## src/design/eeprom_defines.svh

```systemverilog
`ifndef EEPROM_DEFINES_SVH
`define EEPROM_DEFINES_SVH
// System clock rate
`define EE_CLK_MHZ 100
// Spike filter: input must hold this long before it is believed
`define EE_FILT_NS 50
`define EE_FILT_CYC ((`EE_FILT_NS * `EE_CLK_MHZ + 999) / 1000)
// Self-timed programming time after the drain
`define EE_WR_US 5000
`define EE_WR_CYC (`EE_WR_US * `EE_CLK_MHZ)
// Page buffer depth and data width
`define EE_PAGE_DEPTH 8
`define EE_DATA_W 8
// Bit counter marks inside one nine-clock byte slot
`define EE_ACK_BIT 4'h8
`define EE_END_BIT 4'h9
`endif

```

## src/design/eeprom_pkg.sv

```systemverilog
package eeprom_pkg;
  // Protocol states, Gray coded along idle-address-word-data
  typedef enum logic [2:0] {
    ST_IDLE = 3'h0,
    ST_DEVADDR = 3'h1,
    ST_WORD = 3'h3,
    ST_WRDATA = 3'h2,
    ST_RDDATA = 3'h6
  } proto_e;
  typedef logic [7:0] byte_t;
endpackage : eeprom_pkg

```

## src/design/serial_eeprom.sv

```systemverilog
// Functional notes
// - Never program while write protect is high.
// - Protected write: ack addresses, nack first data.
// - Protected write stop starts no programming.
// - Current read returns last location plus one.
// - Read address acked, byte sent MSB first.
// - Master nack then stop: release the line.
// - Word address loads pointer despite abandoned write.
// - Read after repeated start returns loaded address.
// - Master ack gets the next sequential byte.
// - Pointer increments after every byte read and every acked byte written.
// - Filter spikes on clock and data inputs.
// - Address byte: type code, chip selects, direction.
// - No address ack while programming runs.
`timescale 1ns/1ps
`include "eeprom_defines.svh"

// Two-flop synchroniser followed by a hold-time spike filter
module pin_filter #(parameter int N = 5) (
  input wire logic clk_i,
  input wire logic rst_i,
  input wire logic pin_i,
  output logic flt_o
);
  logic s1_q, s2_q, out_q, out_d; // Sync stages and filtered level
  logic [7:0] cnt_q, cnt_d; // Cycles the new level has held
  // Only a level that holds N cycles passes; shorter spikes die here
  always_comb begin
    out_d = out_q;
    cnt_d = 8'h00;
    if (s2_q != out_q) begin
      cnt_d = cnt_q + 8'h01;
      if (cnt_q == 8'(N - 1)) begin
        out_d = s2_q;
        cnt_d = 8'h00;
      end
    end
  end
  always_ff @(posedge clk_i or posedge rst_i) begin
    if (rst_i) begin
      s1_q <= 1'b1;
      s2_q <= 1'b1;
      out_q <= 1'b1;
      cnt_q <= 8'h00;
    end else begin
      s1_q <= pin_i;
      s2_q <= s1_q;
      out_q <= out_d;
      cnt_q <= cnt_d;
    end
  end
  assign flt_o = out_q;
endmodule : pin_filter

// Page buffer; drained only while programming, so it really fills
module page_fifo #(parameter int W = 8, parameter int D = 8) (
  input wire logic clk_i,
  input wire logic rst_i,
  input wire logic clr_i,
  input wire logic in_valid_i,
  output logic in_ready_o,
  input wire logic [W-1:0] in_data_i,
  output logic out_valid_o,
  input wire logic out_ready_i,
  output logic [W-1:0] out_data_o
);
  localparam int AW = $clog2(D);
  logic [W-1:0] mem [D]; // Storage
  logic [AW-1:0] wp_q, wp_d, rp_q, rp_d; // Write and read pointers
  logic [AW:0] cnt_q, cnt_d; // Fill level
  logic push, pop;
  assign in_ready_o = (cnt_q != (AW+1)'(D));
  assign out_valid_o = (cnt_q != '0);
  assign out_data_o = mem[rp_q];
  // Pointer and level update
  always_comb begin
    push = in_valid_i && in_ready_o;
    pop = out_valid_o && out_ready_i;
    wp_d = push ? wp_q + AW'(1) : wp_q;
    rp_d = pop ? rp_q + AW'(1) : rp_q;
    cnt_d = cnt_q + (AW+1)'(push) - (AW+1)'(pop);
    if (clr_i) begin
      wp_d = '0;
      rp_d = '0;
      cnt_d = '0;
    end
  end
  always_ff @(posedge clk_i or posedge rst_i) begin
    if (rst_i) begin
      wp_q <= '0;
      rp_q <= '0;
      cnt_q <= '0;
    end else begin
      wp_q <= wp_d;
      rp_q <= rp_d;
      cnt_q <= cnt_d;
    end
  end
  // Storage has no reset; contents are dead until pushed
  always_ff @(posedge clk_i) begin
    if (push) begin
      mem[wp_q] <= in_data_i;
    end
  end
endmodule : page_fifo

module serial_eeprom #(
  parameter logic [3:0] DEV_CODE = 4'h5, // Device type code, arbitrary value
  parameter int WR_CYC = `EE_WR_CYC // Programming time in cycles
) (
  // Clock and reset
  input wire logic CLK_I,
  input wire logic SYS_RST_I,
  // Two-wire bus
  input wire logic SCL_I,
  input wire logic SDA_I,
  output logic SDA_O,
  output logic SDA_OE_N_O,
  // Straps
  input wire logic [2:0] CHIP_SELECT_I,
  input wire logic WR_PROTECT_I
);
  import eeprom_pkg::*;
  logic scl_f, sda_f, scl_p, sda_p; // Filtered levels and last values
  logic [3:0] pin_s1, pin_s2; // Strap synchroniser
  logic wp_s; // Synced write protect
  logic start, stop, scl_rise, scl_fall;
  proto_e st_q, st_d; // Protocol state
  logic [3:0] cnt_q, cnt_d; // Clock count within a byte slot
  byte_t rx_q, rx_d, tx_q, tx_d; // Shift registers
  byte_t ptr_q, ptr_d, base_q, base_d; // Address pointer and page base
  logic drv_q, drv_d; // Pulling the data line low
  logic rw_q, rw_d, prot_q, prot_d, wr_q, wr_d, prog_q, prog_d;
  logic [2:0] off_q, off_d; // Offset inside page while draining
  logic [18:0] tmr_q, tmr_d; // Programming timer
  logic push, flush, ld, mem_we, busy, fifo_rdy, pop_v;
  byte_t pop_data, mem_rd;
  byte_t mem [256]; // The array itself

  pin_filter #(.N(`EE_FILT_CYC)) u_scl (.clk_i(CLK_I), .rst_i(SYS_RST_I), .pin_i(SCL_I), .flt_o(scl_f));
  pin_filter #(.N(`EE_FILT_CYC)) u_sda (.clk_i(CLK_I), .rst_i(SYS_RST_I), .pin_i(SDA_I), .flt_o(sda_f));
  page_fifo #(.W(`EE_DATA_W), .D(`EE_PAGE_DEPTH)) u_page (.clk_i(CLK_I), .rst_i(SYS_RST_I), .clr_i(flush),
    .in_valid_i(push), .in_ready_o(fifo_rdy), .in_data_i(rx_q), .out_valid_o(pop_v),
    .out_ready_i(prog_q), .out_data_o(pop_data));

  assign wp_s = pin_s2[3];
  assign scl_rise = scl_f && !scl_p;
  assign scl_fall = !scl_f && scl_p;
  // Data edges while the clock stays high are bus conditions
  assign start = scl_f && scl_p && sda_p && !sda_f;
  assign stop = scl_f && scl_p && !sda_p && sda_f;
  assign busy = prog_q || (tmr_q != 19'h00000);
  assign mem_rd = mem[ptr_q];
  // Open drain: only ever drive low
  assign SDA_O = 1'b0;
  assign SDA_OE_N_O = !drv_q;

  // Protocol, pointer and programming next state
  always_comb begin
    st_d = st_q;
    cnt_d = cnt_q;
    rx_d = rx_q;
    tx_d = tx_q;
    ptr_d = ptr_q;
    base_d = base_q;
    drv_d = drv_q;
    rw_d = rw_q;
    prot_d = prot_q;
    wr_d = wr_q;
    prog_d = prog_q;
    off_d = off_q;
    tmr_d = tmr_q;
    push = 1'b0;
    flush = 1'b0;
    ld = 1'b0;
    mem_we = 1'b0;
    // Drain the page into the array, then run the self-timed wait
    if (prog_q) begin
      if (pop_v) begin
        mem_we = 1'b1;
        off_d = off_q + 3'h1;
      end else begin
        prog_d = 1'b0;
        tmr_d = 19'(WR_CYC);
      end
    end else if (tmr_q != 19'h00000) begin
      tmr_d = tmr_q - 19'h00001;
    end
    if (start) begin
      // Repeated start abandons a write; pointer keeps its load
      st_d = ST_DEVADDR;
      cnt_d = 4'h0;
      drv_d = 1'b0;
      prot_d = 1'b0;
      wr_d = 1'b0;
      flush = !prog_q;
    end else if (stop) begin
      st_d = ST_IDLE;
      drv_d = 1'b0;
      if (wr_q && !prot_q && !wp_s) begin
        prog_d = 1'b1;
        off_d = 3'h0;
      end else if (!prog_q) begin
        flush = 1'b1;
      end
    end else if (st_q != ST_IDLE && scl_rise) begin
      cnt_d = cnt_q + 4'h1;
      rx_d = {rx_q[6:0], sda_f};
      // Master left its ack high: stop sending
      if (st_q == ST_RDDATA && cnt_q == `EE_ACK_BIT && sda_f) begin
        st_d = ST_IDLE;
      end
    end else if (st_q != ST_IDLE && scl_fall) begin
      if (cnt_q == `EE_ACK_BIT && st_q != ST_RDDATA) begin
        case (st_q)
          ST_DEVADDR: begin
            // Type code, chip selects, then direction bit
            if (rx_q[7:4] == DEV_CODE && rx_q[3:1] == pin_s2[2:0] && !busy) begin
              drv_d = 1'b1;
              rw_d = rx_q[0];
            end else begin
              st_d = ST_IDLE;
            end
          end
          ST_WORD: begin
            drv_d = 1'b1;
            ptr_d = rx_q;
            base_d = rx_q;
          end
          default: begin
            // Data byte: protected or page full gets no ack
            if (!wp_s && fifo_rdy) begin
              drv_d = 1'b1;
              push = 1'b1;
              ptr_d = ptr_q + 8'h01;
              wr_d = 1'b1;
            end else begin
              prot_d = wp_s;
              st_d = ST_IDLE;
            end
          end
        endcase
      end else if (cnt_q == `EE_ACK_BIT) begin
        drv_d = 1'b0; // Hand the line to the master for its ack
      end else if (cnt_q == `EE_END_BIT) begin
        cnt_d = 4'h0;
        drv_d = 1'b0;
        case (st_q)
          ST_DEVADDR: begin
            if (rw_q) begin
              st_d = ST_RDDATA;
              ld = 1'b1;
            end else begin
              st_d = ST_WORD;
            end
          end
          ST_WORD: st_d = ST_WRDATA;
          ST_RDDATA: ld = 1'b1;
          default: st_d = st_q;
        endcase
      end else if (st_q == ST_RDDATA) begin
        drv_d = !tx_q[7];
        tx_d = {tx_q[6:0], 1'b0};
      end
      // Load the byte at the pointer, present its MSB, advance
      if (ld) begin
        drv_d = !mem_rd[7];
        tx_d = {mem_rd[6:0], 1'b0};
        ptr_d = ptr_q + 8'h01;
      end
    end
  end

  always_ff @(posedge CLK_I or posedge SYS_RST_I) begin
    if (SYS_RST_I) begin
      st_q <= ST_IDLE;
      cnt_q <= 4'h0;
      rx_q <= 8'h00;
      tx_q <= 8'h00;
      ptr_q <= 8'h00;
      base_q <= 8'h00;
      drv_q <= 1'b0;
      rw_q <= 1'b0;
      prot_q <= 1'b0;
      wr_q <= 1'b0;
      prog_q <= 1'b0;
      off_q <= 3'h0;
      tmr_q <= 19'h00000;
      scl_p <= 1'b1;
      sda_p <= 1'b1;
      pin_s1 <= 4'h0;
      pin_s2 <= 4'h0;
    end else begin
      st_q <= st_d;
      cnt_q <= cnt_d;
      rx_q <= rx_d;
      tx_q <= tx_d;
      ptr_q <= ptr_d;
      base_q <= base_d;
      drv_q <= drv_d;
      rw_q <= rw_d;
      prot_q <= prot_d;
      wr_q <= wr_d;
      prog_q <= prog_d;
      off_q <= off_d;
      tmr_q <= tmr_d;
      scl_p <= scl_f;
      sda_p <= sda_f;
      pin_s1 <= {WR_PROTECT_I, CHIP_SELECT_I};
      pin_s2 <= pin_s1;
    end
  end

  // Array write; page offset wraps inside the page
  always_ff @(posedge CLK_I) begin
    if (mem_we) begin
      mem[{base_q[7:3], base_q[2:0] + off_q}] <= pop_data;
    end
  end
endmodule : serial_eeprom

```

## config.mk

```make
export PLATFORM = sky130hd
export DESIGN_NAME = serial_eeprom
export DESIGN_NICKNAME = d
export VERILOG_FILES = /design/src/design/eeprom_pkg.sv /design/src/design/serial_eeprom.sv
export VERILOG_INCLUDE_DIRS = /design/src /design/src/design
export SDC_FILE = /design/constraint.sdc
export NUM_CORES = 2
export LEC_CHECK = 0
export BUFFER_PORTS_ARGS = -buffer_cell sky130_fd_sc_hd__buf_2
export CORE_UTILIZATION = 41
export CTS_CLUSTER_SIZE = 25
export DETAILED_ROUTE_END_ITERATION = 6
export PLACE_DENSITY = 0.61
export SKIP_CTS_REPAIR_TIMING = 1
export SLEW_MARGIN = 20
export SYNTH_ARGS = -nofsm -noshare
export SYNTH_HDL_FRONTEND = slang
export SYNTH_SLANG_ARGS = --single-unit
```

## constraint.sdc

```tcl
create_clock -name CLK_I -period 4.3 [get_ports CLK_I]
set_clock_uncertainty 0.15 [all_clocks]
set_input_delay 0.43 -clock CLK_I [delete_from_list [all_inputs] [get_ports CLK_I]]
set_output_delay 0.43 -clock CLK_I [all_outputs]
set_load 0.1 [all_outputs]
```

# --- Yosys cells after proc, flatten, opt, wreduce, memory -nomap -nowiden ---
# Memories as Yosys holds them, arrays and structs flattened.
# Index checks and enable logic that the tools add are counted.
word_totals:
  ff_bits: 108
  latch_bits: 0
  ramBits: 2112
  mem_bits_ro: 0
  word_cells: 240
  mem_count: 2
op_classes:
  addsub: 11
  mul: 0
  div: 0
  order_cmp: 0
  eq_ne: 32
  shift: 0
  n_mux: 100
  bitwise_logic: 3
  reduce_logical: 64
mem_list:
  columns: ["name", "depth", "word_bits", "read_ports", "rd_clocked_by_memory_dff", "write_ports", "line", "rtl"]
  rows:
  - ["mem", 256, 8, 1, 0, 1, "serial_eeprom.sv:138", "byte_t mem [256];"]
  - ["u_page.mem", 8, 8, 1, 0, 1, "serial_eeprom.sv:68", "logic [W-1:0] mem [D];"]
op_table:
  columns: ["cell", "n"]
  rows:
  - ["2-to-1 mux 8 bit", 12]
  - ["2-to-1 mux 3 bit", 20]
  - ["2-to-1 mux 19 bit", 3]
  - ["2-to-1 mux 1 bit", 52]
  - ["2-to-1 mux 4 bit", 8]
  - ["adder 8 x 1 -> 8 bit, second input constant", 3]
  - ["logical AND 1 bit", 19]
  - ["nonzero test 19 bit", 1]
  - ["subtractor 19 x 1 -> 19 bit, second input constant", 1]
  - ["AND reduction 6 bit", 3]
  - ["equality test 8 x 3 -> 1 bit, second input constant", 2]
  - ["case mux 8 bit (2 select lines)", 1]
  - ["AND reduction 8 bit", 2]
  - ["nonzero test 2 bit", 8]
  - ["nonzero test 3 bit", 5]
  - ["AND reduction 7 bit", 2]
  - ["!= test 3 bit, second input constant", 4]
  - ["!= test 6 bit, second input constant", 2]
  - ["case mux 3 bit (2 select lines)", 2]
  - ["zero test 1 bit", 11]
  - ["!= test 2 bit, second input constant", 5]
  - ["AND reduction 5 bit", 2]
  - ["adder 3 x 1 -> 3 bit, second input constant", 3]
  - ["equality test 4 bit, second input constant", 2]
  - ["other kinds (27)", 37]

# --- Depth between registers and ports, before layout ---
logic_depth:
  word_depth: 14
  depth_mapped: 13
  depth_no_buf: 11

# --- Cells and area by module ---
# Synthesis repeated with hierarchy kept, for this count alone.
unflattened:
  hier_cells: 4301
  hier_area_um2: 87534.0
by_module_without_submodules:
  columns: ["mod", "instances", "cells_each", "area_per_inst_um2", "seq_area_each_um2"]
  rows:
  - ["serial_eeprom", 1, 4038, 83388.7, 63378.3]
  - ["page_fifo", 1, 169, 3134.3, 2172.1]
  - ["pin_filter", 2, 47, 505.5, 279.0]

# --- Worst setup path after synthesis ---
# No wires, ideal clock.
synth_path:
  path_kind: "reg2reg"
  startpoint: "register u_page.rp_q[0]"
  endpoint: "memory mem[0][0] in the netlist's numbering (data pin)"
  arrival_ns: 3.428
  required_time_ns: 3.595
  path_slack_ns: 0.167
  path_stages_with_launch: 5
  n_path_buf: 2
  synth_period_minus_slack_ns: 4.133
  cell_sequence: "dfrtp_1 clkbuf_1 clkbuf_1 mux4_2 mux2_2"
synth_via:
  elab_chain_len: 1
synth_lines:
  columns: ["element", "line", "rtl"]
  rows:
  - ["start, declared", "serial_eeprom.sv:69", "logic [AW-1:0] wp_q, wp_d, rp_q, rp_d;"]
  - ["start signal, assigned", "serial_eeprom.sv:95", "rp_q <= rp_d;"]
  - ["memory (8 x 8 bit)", null, null]
  - ["via pop_data[0]", "serial_eeprom.sv:137", "byte_t pop_data, mem_rd;"]
  - ["end, declared", "serial_eeprom.sv:138", null]
# The timed path passes the listed nets, and every way through them passes these cells.

# --- Worst setup path in the final report ---
layout_path:
  startpoint: "register ptr_q[1]"
  endpoint: "register tx_q[7]"
layout_via:
  elab_chain_len: 2
layout_lines:
  columns: ["element", "line", "rtl"]
  rows:
  - ["start, declared", "serial_eeprom.sv:131", "byte_t ptr_q, ptr_d, base_q, base_d;"]
  - ["start signal, assigned", "serial_eeprom.sv:298", "ptr_q <= ptr_d;"]
  - ["memory (256 x 8 bit)", null, null]
  - ["2-to-1 mux 8 bit", "serial_eeprom.sv:266", "if (ld) begin"]
  - ["end signal, assigned", "serial_eeprom.sv:297", "tx_q <= tx_d;"]
  - ["end, declared", "serial_eeprom.sv:130", "byte_t rx_q, rx_d, tx_q, tx_d;"]
# No other way between the ends.
# A chain may end at the register's enable or synchronous reset.

==> results.json <==
{
  "status": "finished clean",
  "cpPeakStageDelay_ns": 0.86,
  "max_slew_margin": 0.239,
  "hold_viol_final": 0,
  "gp_congestion": 0.915,
  "reg2reg_slack_ns": 0.09,
  "ys_types": 76,
  "cts_buffers": 219,
  "cpMaxStageDelayCell": "dfrtp_4",
  "syn_avg_cell_area_um2": 20.5,
  "clock_latency_ns": 0.88,
  "wl_per_cell_um": 30.7,
  "grt_pass1_wl_mm": 335,
  "drc": 0,
  "ys_ff_latch": 2219,
  "min_path_type": "in -> reg",
  "synth_top_area_share": 0.728,
  "holdWs_ns": 0.0614,
  "crit_path_end_kind": "register",
  "synth_edf_count": 2112,
  "maxCapViolCount": 0,
  "hold_end": "u_scl.s1_q",
  "core-area_mm2": 0.210,
  "syn-cell-area_mm2": 0.0871,
  "r2r_start": "ptr_q[1]",
  "cp.arrival_ns": 4.87,
  "fin_crit_ns": 4.21,
  "fillerInstances": 17100,
  "port_buffers": 8,
  "layout.nets": 4669,
  "initial_core_util": 0.414,
  "clockBufferDepth": 3,
  "cp_max_fo": 69,
  "criticalPathCategory": "reg -> reg",
  "yosys-top-cells-count": "2112 x edfxtp_1, 529 x mux4_2, 352 x nor2_1, 156 x nand2_1, 154 x mux2i_1",
  "rows": 168,
  "clk_pin_slew_ns": 0.07,
  "syn_nets": 4289,
  "min_path_cells": 2,
  "finalWirelength_mm": 234,
  "crit_required_ns": 4.95,
  "drive_above_1_share": 0.270,
  "antenna_found_initial": 4,
  "synthTopCellsByArea": "edfxtp_1 73%, mux4_2 14%, dfrtp_1 2.8%, mux2i_1 1.8%, nor2_1 1.5%",
  "synth_top_flop_cell": "edfxtp_1",
  "finalSetupViolations": 0,
  "globalRouteOverflowTotal": 0,
  "hp-start": "SCL_I",
  "synth_most_common_cell": "edfxtp_1",
  "synth_warnings": 0,
  "first_global_vias": 44800,
  "ant_nets": 0,
  "synth_cells": 4259,
  "postSynth.asyncResetShare": 0.0482,
  "utilization": 0.476,
  "dp_slack_ns": 0.202,
  "grt_max_degree": 136,
  "dieArea_mm2": 0.214,
  "yosys.area.top_type": "edfxtp_1",
  "critical_path.top_delay_family": "compound AO/OA/AOI/OAI gates",
  "leakage_nw": 29.8,
  "start_kind": "register",
  "die_h_um": 463,
  "dr.first_iter.drc_count": 5408,
  "place_inst": 7216,
  "ios": 10,
  "p_per_area_mw_per_mm2": 438,
  "cts_tree": "done",
  "worst_slew_pin_slew_ns": 1.14,
  "routed_via_density": 5.87,
  "crit_buf_inv": 1,
  "reg2reg_depth": 8,
  "fin_crit_sh": 0.980,
  "cts-root-buf": "clkbuf_16",
  "r2r_end": "tx_q[7]",
  "rsz0062_at_grt": "no",
  "finalNonFillerCells": 7631,
  "cts_sinks": 2219,
  "path_cells": "buf_12, mux2i_1, o221ai_1, a221o_1, nor2_1, o31ai_1, o311ai_0, o211ai_1",
  "vias": 44800,
  "dr.pass1.iters": 5,
  "drv_slew": 0,
  "setup-tns-final_ns": 0,
  "hpwl_mm": 147,
  "syn2layout_area_growth_pct": 15.0,
  "worst_slack_ns": 0.0863,
  "max-vdd-ir-drop_mv": 0.397,
  "seq_area_frac_synth": 0.759,
  "h-tree-depth": 4,
  "grt.total_usage": 0.218,
  "max_freq_mhz": 237,
  "die_w_um": 463
}
==> flip-flops by register name (all words and copies together) (netlist names), 7 cells and up <==
name,cells
base_q,8
mem,2048
ptr_q,8
rx_q,8
tmr_q,19
tx_q,7
u_page.mem,64
u_scl.cnt_q,8
u_sda.cnt_q,8
==> cell families (layout without fill, tap and decap cells) <==
kind of cell,Yosys count,in the layout,synth area share
buffers and inverters,262,828,0.0154
adder cells (fa/ha/maj),22,22,0.00333
XOR/XNOR,37,37,0.00372
AO/OA/AOI/OAI,320,320,0.0253
AND/OR/NAND/NOR,676,676,0.0338
other,1,2,0.0000430
multiplexers,722,722,0.160
flip-flops,2219,2219,0.759
==> power by group <==
group	internal [mW]	total, mW	switching, mW
logic	0.375	0.925	0.550
registers	23.5	23.8	0.268
clock network	10.7	19.1	8.39
==> cells in the final DEF, fill, tap and decap left out, types with 13 or more instances in the layout <==
cell type  netlist  final
bufinv_16        0     21
nand3_1         48     43
nor2_1         352    350
mux2i_1        154    154
and3_1          13     13
inv_1           24     23
clkbuf_1        86     48
o22ai_1         26     26
a221oi_1        23     23
a21oi_1         71     71
dfrtp_1         99     93
clkbuf_16        0    219
clkinv_1         1     53
buf_12           0     37
nor3_1          13     13
nor2b_1         18     15
xnor2_1         18     18
clkinv_2         0     32
xor2_1          19     19
mux4_2         529    529
o221ai_1        26     26
ha_1            20     20
a22o_1          13     13
o21ai_0         51     50
a22oi_1         22     22
edfxtp_1      2112   2112
buf_4           47    341
mux2_2          37     29
nand2_1        156    150
==> final cells by class <==
| type | count | area [um^2] | share of cell area |
|---|---|---|---|
| Antenna cell | 1 | 2.50 | 0.0000250 |
| Clock buffer | 270 | 5700 | 0.0569 |
| Clock inverter | 137 | 1490 | 0.0148 |
| Inverter | 28 | 118 | 0.00117 |
| Multi-Input combinational cell | 1778 | 19800 | 0.198 |
| Sequential cell | 2219 | 66100 | 0.660 |
| Tap cell | 2805 | 3510 | 0.0350 |
| Timing Repair Buffer | 393 | 3410 | 0.0340 |
==> routing by layer <==
| layer | up-vias | track usage | part of all wire |
|---|---|---|---|
| li1 | 18300 | - | - |
| met1 | 23900 | 0.308 | 0.41 |
| met2 | 2174 | 0.337 | 0.47 |
| met3 | 437 | 0.0452 | 0.089 |
| met4 | 2 | 0.0726 | 0.034 |
| met5 | - | 0 | 0.000030 |
==> worst max path at each step <==
stage,slack [ns],end,start,depth (start not counted)
after floorplan,0.17,mem[0][0],u_page.rp_q[0],4
after global placement,0.20,tx_q[7],ptr_q[1],8
after detailed placement,0.20,tx_q[7],ptr_q[1],8
after CTS,0.19,tx_q[7],ptr_q[1],8
after global routing,0.08,mem[57][0],off_q[0],6
final,0.09,tx_q[7],ptr_q[1],8
==> metrics by stage <==
stage          total power [mW]  instance area, um^2
2_1_floorplan              24.8                87100
3_3_place_gp               25.1                92900
3_5_place_dp               25.2                92900
4_1_cts                    44.1               100000
5_1_grt                    45.0               100000
6_report                   43.9               100000
(Power assumes the default switching activity.)
